File: config.mk
export PLATFORM = sky130hd
export DESIGN_NAME = lgp_led_pin_cfg
export DESIGN_NICKNAME = d
export VERILOG_FILES = /design/src/lgp_led_pin_cfg.v
export VERILOG_INCLUDE_DIRS = /design/src /design/src/shared
export SDC_FILE = /design/constraint.sdc
export NUM_CORES = 1
export LEC_CHECK = 0
export BUFFER_PORTS_ARGS = -buffer_cell sky130_fd_sc_hd__buf_2
export CORE_UTILIZATION = 42
export CTS_CLUSTER_SIZE = 24
export DETAILED_ROUTE_END_ITERATION = 8
export PLACE_DENSITY = 0.75
export SYNTH_ARGS = -nofsm -noshare
export SYNTH_HDL_FRONTEND = slang
export SYNTH_SLANG_ARGS = --single-unit
File: constraint.sdc
create_clock -name CORE_CLK -period 1.3 [get_ports CORE_CLK]
set_input_delay 0.065 -clock CORE_CLK [delete_from_list [all_inputs] [get_ports CORE_CLK]]
set_output_delay 0.065 -clock CORE_CLK [all_outputs]
set_load 0.05 [all_outputs]
File: src/shared/lgp_consts.vh
// constants for the led and pin configuration register block
`ifndef LGP_CONSTS_VH
`define LGP_CONSTS_VH

// register map, byte addresses
`define LGP_ADDR_W            8
`define LGP_OFS_LED_PIN_CFG   8'h24

// field positions
`define LGP_LED_FUNCTION_SELECT_ALT_BIT       31
`define LGP_P10_FN_HI         25
`define LGP_P10_FN_LO         24
`define LGP_P9_FN_HI          21
`define LGP_P9_FN_LO          20
`define LGP_P8_FN_HI          17
`define LGP_P8_FN_LO          16
`define LGP_DRV_HI            10
`define LGP_DRV_LO            8
`define LGP_DIR_HI            6
`define LGP_DIR_LO            4
`define LGP_DAT_HI            2
`define LGP_DAT_LO            0

// reset values
`define LGP_RST_LED_FUNCTION_SELECT_ALT       1'h0
`define LGP_RST_FN            2'h0
`define LGP_RST_DRV           3'h0
`define LGP_RST_DIR           3'h0
`define LGP_RST_DATA          3'h0
`define LGP_RST_RDATA         32'h00000000

// pin function codes
`define LGP_FN_GPIO           2'h0
`define LGP_FN_LED            2'h1
`define LGP_FN_MIRROR_A       2'h2
`define LGP_FN_MIRROR_B       2'h3

// bus answer timing: cycles from request sampled to waitrequest low
`define LGP_ACK_CYCLES        1

`endif

File: src/lgp_led_pin_cfg.v
// led and general purpose pin 8..10 configuration register with avalon-mm slave
//
// The Avalon-MM register port was chosen for this implementation.
`timescale 1ns/1ps
`include "lgp_consts.vh"

module lgp_led_pin_cfg #(
  parameter LED_BY_SELECT = 1  // 0: code 01 fixed leds, 1: leds follow select bit
) (
  input  wire        CORE_CLK,
  input  wire        RESETN,
  // avalon-mm slave
  input  wire [7:0]  AVS_ADDRESS,
  input  wire        AVS_READ,
  input  wire        AVS_WRITE,
  input  wire [31:0] AVS_WRITEDATA,
  input  wire [3:0]  AVS_BYTEENABLE,
  output wire [31:0] AVS_READDATA,
  output wire        AVS_WAITREQUEST,
  // eeprom image and soft resets, same clock
  input  wire        EEPROM_PRESENT,
  input  wire        EEPROM_LED_FUNCTION_SELECT_ALT,
  input  wire        USB_RESET,
  input  wire        LITE_RESET,
  // link status, same clock
  input  wire        LINK_UP,
  input  wire        LINK_SPEED_100,
  input  wire        LINK_FULL_DUPLEX,
  input  wire        LINK_ACTIVITY,
  // internal mii and phy reset, other domain
  input  wire [3:0]  MII_RXD,
  input  wire        MII_CRS,
  input  wire        PHY_RESET_N,
  // wake enable from separate register, same clock
  input  wire [2:0]  PIN_WAKE_EN,
  // pins 8..10, bit 0 is pin 8
  input  wire [2:0]  PIN_IN,
  output wire [2:0]  PIN_OUT,
  output wire [2:0]  PIN_OE,
  // dedicated led pins, active low
  output wire        SPEED_LED_N,
  output wire        LINK_ACTIVITY_LED_N,
  output wire        DUPLEX_LED_N,
  // events
  output wire [2:0]  PIN_EVENT,
  output wire [2:0]  PIN_WAKE
);

  // register fields
  reg        led_function_select_r;
  reg [1:0]  pin10_function_code_r;
  reg [1:0]  pin9_function_code_r;
  reg [1:0]  pin8_function_code_r;
  reg [2:0]  pin_drive_type_r;
  reg [2:0]  pin_direction_r;
  reg [2:0]  pin_data_r;
  reg        sel_load_pend_r;

  // bus state
  reg        waitreq_r;
  reg [31:0] rdata_r;

  // synchronisers
  reg [2:0]  pin_meta_r;
  reg [2:0]  pin_level_r;
  reg [2:0]  pin_prev_r;
  reg [5:0]  mir_meta_r;
  reg [5:0]  mir_sync_r;

  // output flops
  reg [2:0]  pin_out_r;
  reg [2:0]  pin_oe_r;
  reg        spd_led_n_r;
  reg        lnk_led_n_r;
  reg        fdx_led_n_r;
  reg [2:0]  pin_event_r;
  reg [2:0]  pin_wake_r;

  // combinational helpers
  reg [2:0]  pin_out_nxt;
  reg [2:0]  pin_oe_nxt;
  reg [2:0]  drive_val;
  reg [2:0]  drive_on;
  reg        led2_on;
  reg        led3_on;
  wire       bus_req;
  wire       hit;
  wire       wr_take;
  wire [31:0] cfg_view;
  wire [7:0] data_lane;

  // merge byte lanes of a write into a field
  function [7:0] lane_merge;
    input [7:0] old_v;
    input [7:0] new_v;
    input       en;
    begin
      lane_merge = en ? new_v : old_v;
    end
  endfunction

  // resolve one pin buffer: push-pull or open-drain
  function [1:0] pad_drive;  // {oe, out}
    input want_drive;
    input val;
    input push_pull;
    begin
      if (!want_drive)
        pad_drive = 2'h0;
      else if (push_pull)
        pad_drive = {1'b1, val};
      else
        pad_drive = {~val, 1'b0};  // open-drain only pulls low
    end
  endfunction

  assign bus_req = AVS_READ | AVS_WRITE;
  assign hit     = (AVS_ADDRESS == `LGP_OFS_LED_PIN_CFG);
  // a write commits only at the edge where waitrequest is seen low
  assign wr_take = AVS_WRITE & ~waitreq_r & hit;

  // read view; reserved bits are constant zero
  assign cfg_view = {led_function_select_r, 5'h00,
                     pin10_function_code_r, 2'h0,
                     pin9_function_code_r, 2'h0,
                     pin8_function_code_r, 5'h00,
                     pin_drive_type_r, 1'b0,
                     pin_direction_r, 1'b0,
                     pin_level_r};

  // low lane of a write merged over the current data bits
  assign data_lane = lane_merge({5'h00, pin_data_r}, AVS_WRITEDATA[7:0], AVS_BYTEENABLE[0]);

  // two-flop synchronisers; first stage feeds only the second
  // pin stages reset to the pulled-up idle level, so no false event after reset
  always @(posedge CORE_CLK or negedge RESETN) begin
    if (!RESETN) begin
      pin_meta_r  <= 3'h7;
      pin_level_r <= 3'h7;
      pin_prev_r  <= 3'h7;
      mir_meta_r  <= 6'h00;
      mir_sync_r  <= 6'h00;
    end else begin
      pin_meta_r  <= PIN_IN;
      pin_level_r <= pin_meta_r;
      pin_prev_r  <= pin_level_r;
      mir_meta_r  <= {PHY_RESET_N, MII_CRS, MII_RXD};
      mir_sync_r  <= mir_meta_r;
    end
  end

  // bus handshake: one wait cycle, then a single-cycle low waitrequest
  always @(posedge CORE_CLK or negedge RESETN) begin
    if (!RESETN) begin
      waitreq_r <= 1'b1;
      rdata_r   <= `LGP_RST_RDATA;
    end else begin
      if (bus_req && waitreq_r) begin
        waitreq_r <= 1'b0;
        // unmapped addresses read as zero
        rdata_r   <= (AVS_READ && hit) ? cfg_view : `LGP_RST_RDATA;
      end else begin
        waitreq_r <= 1'b1;
      end
    end
  end

  // led select: async reset to 0, image loaded on the first clock after release
  always @(posedge CORE_CLK or negedge RESETN) begin
    if (!RESETN) begin
      led_function_select_r <= `LGP_RST_LED_FUNCTION_SELECT_ALT;
      sel_load_pend_r       <= 1'b1;
    end else begin
      sel_load_pend_r <= 1'b0;
      if (sel_load_pend_r || USB_RESET || LITE_RESET) begin
        // soft resets beat a concurrent write
        led_function_select_r <= EEPROM_PRESENT ? EEPROM_LED_FUNCTION_SELECT_ALT
                                                : `LGP_RST_LED_FUNCTION_SELECT_ALT;
      end else if (wr_take && AVS_BYTEENABLE[3]) begin
        led_function_select_r <= AVS_WRITEDATA[`LGP_LED_FUNCTION_SELECT_ALT_BIT];
      end
    end
  end

  // configuration fields
  always @(posedge CORE_CLK or negedge RESETN) begin
    if (!RESETN) begin
      pin10_function_code_r <= `LGP_RST_FN;
      pin9_function_code_r  <= `LGP_RST_FN;
      pin8_function_code_r  <= `LGP_RST_FN;
      pin_drive_type_r      <= `LGP_RST_DRV;
      pin_direction_r       <= `LGP_RST_DIR;
    end else if (wr_take) begin
      if (AVS_BYTEENABLE[3])
        pin10_function_code_r <= AVS_WRITEDATA[`LGP_P10_FN_HI:`LGP_P10_FN_LO];
      if (AVS_BYTEENABLE[2]) begin
        pin9_function_code_r <= AVS_WRITEDATA[`LGP_P9_FN_HI:`LGP_P9_FN_LO];
        pin8_function_code_r <= AVS_WRITEDATA[`LGP_P8_FN_HI:`LGP_P8_FN_LO];
      end
      if (AVS_BYTEENABLE[1])
        pin_drive_type_r <= AVS_WRITEDATA[`LGP_DRV_HI:`LGP_DRV_LO];
      if (AVS_BYTEENABLE[0])
        pin_direction_r <= AVS_WRITEDATA[`LGP_DIR_HI:`LGP_DIR_LO];
    end
  end

  // data bits: input pins track the pin level so an output starts from it;
  // output pins hold the written value
  always @(posedge CORE_CLK or negedge RESETN) begin
    if (!RESETN) begin
      pin_data_r <= `LGP_RST_DATA;
    end else begin
      pin_data_r <= (pin_level_r & ~pin_direction_r) |
                    (pin_data_r & pin_direction_r);
      if (wr_take && AVS_BYTEENABLE[0])
        pin_data_r <= data_lane[`LGP_DAT_HI:`LGP_DAT_LO];
    end
  end

  // led indications for the current select setting
  always @* begin
    if (led_function_select_r) begin
      led2_on = LINK_UP;
      led3_on = LINK_ACTIVITY;
    end else begin
      led2_on = LINK_UP & ~LINK_ACTIVITY;       // link on, blinks off on traffic
      led3_on = LINK_ACTIVITY;
    end
  end

  // per-pin function mux
  always @* begin
    drive_val = pin_data_r;
    drive_on  = pin_direction_r;
    // pin 10
    case (pin10_function_code_r)
      `LGP_FN_GPIO:     begin drive_on[2] = pin_direction_r[2]; end
      `LGP_FN_LED:      begin drive_on[2] = 1'b1; drive_val[2] = ~LINK_SPEED_100; end
      `LGP_FN_MIRROR_A: begin drive_on[2] = 1'b1; drive_val[2] = mir_sync_r[0]; end
      `LGP_FN_MIRROR_B: begin drive_on[2] = 1'b1; drive_val[2] = mir_sync_r[3]; end
      default:          begin drive_on[2] = 1'b0; end
    endcase
    // pin 9
    case (pin9_function_code_r)
      `LGP_FN_GPIO:     begin drive_on[1] = pin_direction_r[1]; end
      `LGP_FN_LED:      begin
        drive_on[1]  = 1'b1;
        drive_val[1] = (LED_BY_SELECT != 0) ? ~led2_on : ~(LINK_UP & ~LINK_ACTIVITY);
      end
      `LGP_FN_MIRROR_A: begin drive_on[1] = 1'b1; drive_val[1] = mir_sync_r[1]; end
      `LGP_FN_MIRROR_B: begin drive_on[1] = 1'b1; drive_val[1] = mir_sync_r[5]; end
      default:          begin drive_on[1] = 1'b0; end
    endcase
    // pin 8
    case (pin8_function_code_r)
      `LGP_FN_GPIO:     begin drive_on[0] = pin_direction_r[0]; end
      `LGP_FN_LED:      begin
        drive_on[0]  = 1'b1;
        drive_val[0] = (LED_BY_SELECT != 0) ? ~led3_on : ~(LINK_UP & LINK_FULL_DUPLEX);
      end
      `LGP_FN_MIRROR_A: begin drive_on[0] = 1'b1; drive_val[0] = mir_sync_r[2]; end
      `LGP_FN_MIRROR_B: begin drive_on[0] = 1'b1; drive_val[0] = mir_sync_r[4]; end
      default:          begin drive_on[0] = 1'b0; end
    endcase
  end

  // buffer type applies to every function
  always @* begin
    {pin_oe_nxt[0], pin_out_nxt[0]} = pad_drive(drive_on[0], drive_val[0], pin_drive_type_r[0]);
    {pin_oe_nxt[1], pin_out_nxt[1]} = pad_drive(drive_on[1], drive_val[1], pin_drive_type_r[1]);
    {pin_oe_nxt[2], pin_out_nxt[2]} = pad_drive(drive_on[2], drive_val[2], pin_drive_type_r[2]);
  end

  // registered pin, led and event outputs
  always @(posedge CORE_CLK or negedge RESETN) begin
    if (!RESETN) begin
      pin_out_r   <= 3'h0;
      pin_oe_r    <= 3'h0;
      spd_led_n_r <= 1'b1;
      lnk_led_n_r <= 1'b1;
      fdx_led_n_r <= 1'b1;
      pin_event_r <= 3'h0;
      pin_wake_r  <= 3'h0;
    end else begin
      pin_out_r   <= pin_out_nxt;
      pin_oe_r    <= pin_oe_nxt;
      spd_led_n_r <= ~(LINK_UP & LINK_SPEED_100);
      lnk_led_n_r <= ~led2_on;
      fdx_led_n_r <= ~led3_on;
      // a level change on a gpio input is the event; outputs never fire
      pin_event_r <= (pin_level_r ^ pin_prev_r) & ~pin_direction_r
                     & {pin10_function_code_r == `LGP_FN_GPIO,
                        pin9_function_code_r == `LGP_FN_GPIO,
                        pin8_function_code_r == `LGP_FN_GPIO};
      pin_wake_r  <= (pin_level_r ^ pin_prev_r) & ~pin_direction_r
                     & PIN_WAKE_EN
                     & {pin10_function_code_r == `LGP_FN_GPIO,
                        pin9_function_code_r == `LGP_FN_GPIO,
                        pin8_function_code_r == `LGP_FN_GPIO};
    end
  end

  assign AVS_READDATA        = rdata_r;
  assign AVS_WAITREQUEST     = waitreq_r;
  assign PIN_OUT             = pin_out_r;
  assign PIN_OE              = pin_oe_r;
  assign SPEED_LED_N         = spd_led_n_r;
  assign LINK_ACTIVITY_LED_N = lnk_led_n_r;
  assign DUPLEX_LED_N        = fdx_led_n_r;
  assign PIN_EVENT           = pin_event_r;
  assign PIN_WAKE            = pin_wake_r;

endmodule // lgp_led_pin_cfg

==> results_dict.tcl <==
set metrics [dict create \
    wl_met1_mm 2.46 \
    grt_setup_unrepaired "true" \
    critPathKind "flip-flop to flip-flop" \
    critical_path.top_delay_family "flip-flops" \
    placed_cell_area_sq_um 3220 \
    r2r_slack_ns -0.09 \
    clockBufferDepth 2 \
    cp.depth 4 \
    crit_path_cell_trace "nor2b_4, nand4_1, buf_6, mux2_2" \
    viasPerCell 4.81 \
    min_path_type "input port to flip-flop" \
    root_buffer "clkbuf_8" \
    fp.dieH_um 81.5 \
    slowest_delay_ns 0.66 \
    worst_pin_slew_ns 0.826 \
    cap_violations 0 \
    initial_utilization 0.443 \
    r2r-start "AVS_WAITREQUEST" \
    cp.arrival_ns 1.62 \
    synth_cell_types 36 \
    setup_viol 31 \
    dr_wl_met3_um 352 \
    post-dp-hpwl_mm 3.77 \
    hp-start "AVS_READ" \
    rows 28 \
    cts_tree "done" \
    ant_nets 0 \
    wirelength_mm 5.89 \
    synthArstFlopShare 1.00 \
    portBuffers 82 \
    grt_max_degree 71 \
    holdWs_ns 0.143 \
    ys.warnings.count 0 \
    cp_slowest_cell "dfstp_4" \
    slew_violations 0 \
    skew_ns 0.0102 \
    wl_met2_mm 2.94 \
    synth_top_area_cell "dfrtp_1" \
    clk_latency_ns 0.34 \
    wl_per_cell_um 14.9 \
    die_area_sq_um 6640 \
    hold_viol 0 \
    critPathMaxFanout 6 \
    layout.nets 382 \
    layout_min_cycle_time_ns 1.39 \
    reg2regPathDepth 4 \
    ioPinCount 116 \
    synth.area.top_cells "dfrtp_1 (53%), dfstp_2 (14%), mux2_2 (7.6%)" \
    crit_buf_inv 1 \
    ys_seq_elements 70 \
    syn_area_sq_um 2650 \
    diodes 0 \
    dr_total_vias 1894 \
    clk_pin_slew_ns 0.07 \
    core-area_sq_um 5990 \
    worstHoldEndpoint "AVS_WAITREQUEST" \
    dr.first_iter.drc_count 127 \
    antenna_found_initial 0 \
    synth_edf_count 0 \
    drc 0 \
    numCtsBuffers 9 \
    ys.flop_type "dfrtp_1" \
    floorplan.die.width_um 81.5 \
    run_status "finished, violations left" \
    leakagePower_nw 1.95 \
    violations "negative setup slack" \
    postSynthAreaPerCell_sq_um 15.2 \
    fmax_mhz 718 \
    finalWorstSetupSlack_ns -0.0926 \
    power_density_nw_per_um2 1220 \
    grt_pass1_wl_mm 9.34 \
    ys_seq_area_frac 0.667 \
    startpoint_type "flip-flop" \
    max-vdd-ir-drop_mv 0.741 \
    r2r-end "pin_direction_r[0]" \
    drive_gt1_frac 0.508 \
    synthCells 175 \
    max_slew_margin 0.449 \
    final_area_sq_um 3840 \
    overflow 0 \
    endpoint_kind "flip-flop" \
    grt_use_total 0.197 \
    grt_pass1_vias 1898 \
    routed.top_layer "met4" \
    clock_sinks 70 \
    drt-pass1-iter-count 4 \
    htreeDepth 3 \
    fin_crit_sh 1.07 \
    gp_congestion 0.759 \
    area_delta_synth_final_pct 44.8 \
    synth_top_area_frac 0.528 \
    cp.required_ns 1.53 \
    hold_depth 2 \
]
## repair_timing
| action | CTS | global route |
|---|---|---|
| gates resized for setup | 3 | 4 |
| hold buffers | 37 | 0 |
| setup buffers | 1 | 0 |
| pin swaps | 3 | 3 |
| setup endpoints to repair | 33 | 33 |
| gates cloned | 0 | 0 |
| hold endpoints to repair | 87 | 0 |
## metal layers
layer  vias to the layer above  global-route usage
met1                       921               0.251
li1                        884                   -
met3                        14              0.0422
met5                         -                   0
met2                        75               0.320
met4                         0              0.0946
## registers in the layout (all words and copies together), names as in the netlist, named ones only
register	cells
pin_direction_r	3
mir_meta_r	6
led_function_select_r	1
PIN_OUT	3
pin_meta_r	3
mir_sync_r	6
sel_load_pend_r	1
pin_drive_type_r	3
LINK_ACTIVITY_LED_N	1
pin9_function_code_r	2
PIN_EVENT	3
PIN_WAKE	3
pin10_function_code_r	2
AVS_WAITREQUEST	1
PIN_OE	3
pin_level_r	3
SPEED_LED_N	1
AVS_READDATA	16
pin_prev_r	3
pin8_function_code_r	2
DUPLEX_LED_N	1
## stage by stage
stage | worst slack, ns | total power [mW] | TNS, ns | std cells | utilization
global route | -0.109 | 4.92 | -2.63 | 394 | 0.642
global placement | -0.124 | 2.84 | -1.02 | 340 | 0.538
finish | -0.0926 | 4.70 | -1.56 | 394 | 0.642
detailed placement | -0.112 | 2.85 | -1.53 | 340 | 0.538
CTS | -0.0782 | 4.74 | -1.39 | 394 | 0.638
floorplan | -0.143 | 2.69 | -2.61 | 191 | -
## cell type report
| class | instances | area [sq um] |
|---|---|---|
| Inverter | 4 | 15.0 |
| Fill cell | 456 | 2150 |
| Multi-Input combinational cell | 99 | 858 |
| Clock buffer | 11 | 151 |
| Timing Repair Buffer | 130 | 896 |
| Tap cell | 75 | 93.8 |
| Clock inverter | 5 | 56.3 |
| Sequential cell | 70 | 1770 |
## Yosys cell counts (all sizes together) (3+ instances only)
master and instances:
inv 4, nor3 3, buf 17, and2 4, nand2 6, a22o 16, mux2 18, dfrtp 56
nand4 4, dfstp 14
## layout by cell type, fill, tap and decap left out, types with 7 or more instances in the layout
| cell | count |
|---|---|
| conb_1 | 17 |
| buf_2 | 82 |
| dlygate4sd3_1 | 37 |
| buf_4 | 7 |
| mux2_2 | 8 |
| mux2_4 | 10 |
| a22o_1 | 7 |
| a22o_2 | 9 |
| dfrtp_1 | 56 |
| clkbuf_8 | 11 |
| dfstp_2 | 13 |
## worst max path at each step
stage               startpoint                     to  slack (ns)
3_3_place_gp    AVS_ADDRESS[4]  led_function_select_r       -0.12
4_1_cts        AVS_WAITREQUEST     pin_direction_r[0]       -0.08
6_report       AVS_WAITREQUEST     pin_direction_r[0]       -0.09
5_1_grt        AVS_WAITREQUEST        AVS_READDATA[9]       -0.11
3_5_place_dp    AVS_ADDRESS[4]  led_function_select_r       -0.11
2_1_floorplan  AVS_WAITREQUEST              flip-flop       -0.14
## where the power goes
group	switching, mW	internal, mW
Combinational	0.372	0.226
Sequential	0.0414	2.27
Clock	0.799	0.990
## logic make-up (layout without fill, tap and decap cells)
group                  Yosys count  count (layout)  synth area share
XOR/XNOR                         3               3           0.00990
buffers and inverters           22             150            0.0566
AO/OA/AOI/OAI                   26              26            0.0844
multiplexers                    21              21            0.0971
flip-flops                      70              70             0.667
other                            1              17           0.00141
AND/OR/NAND/NOR                 32              32            0.0839
Note: power is estimated with default switching activity, not from simulation.
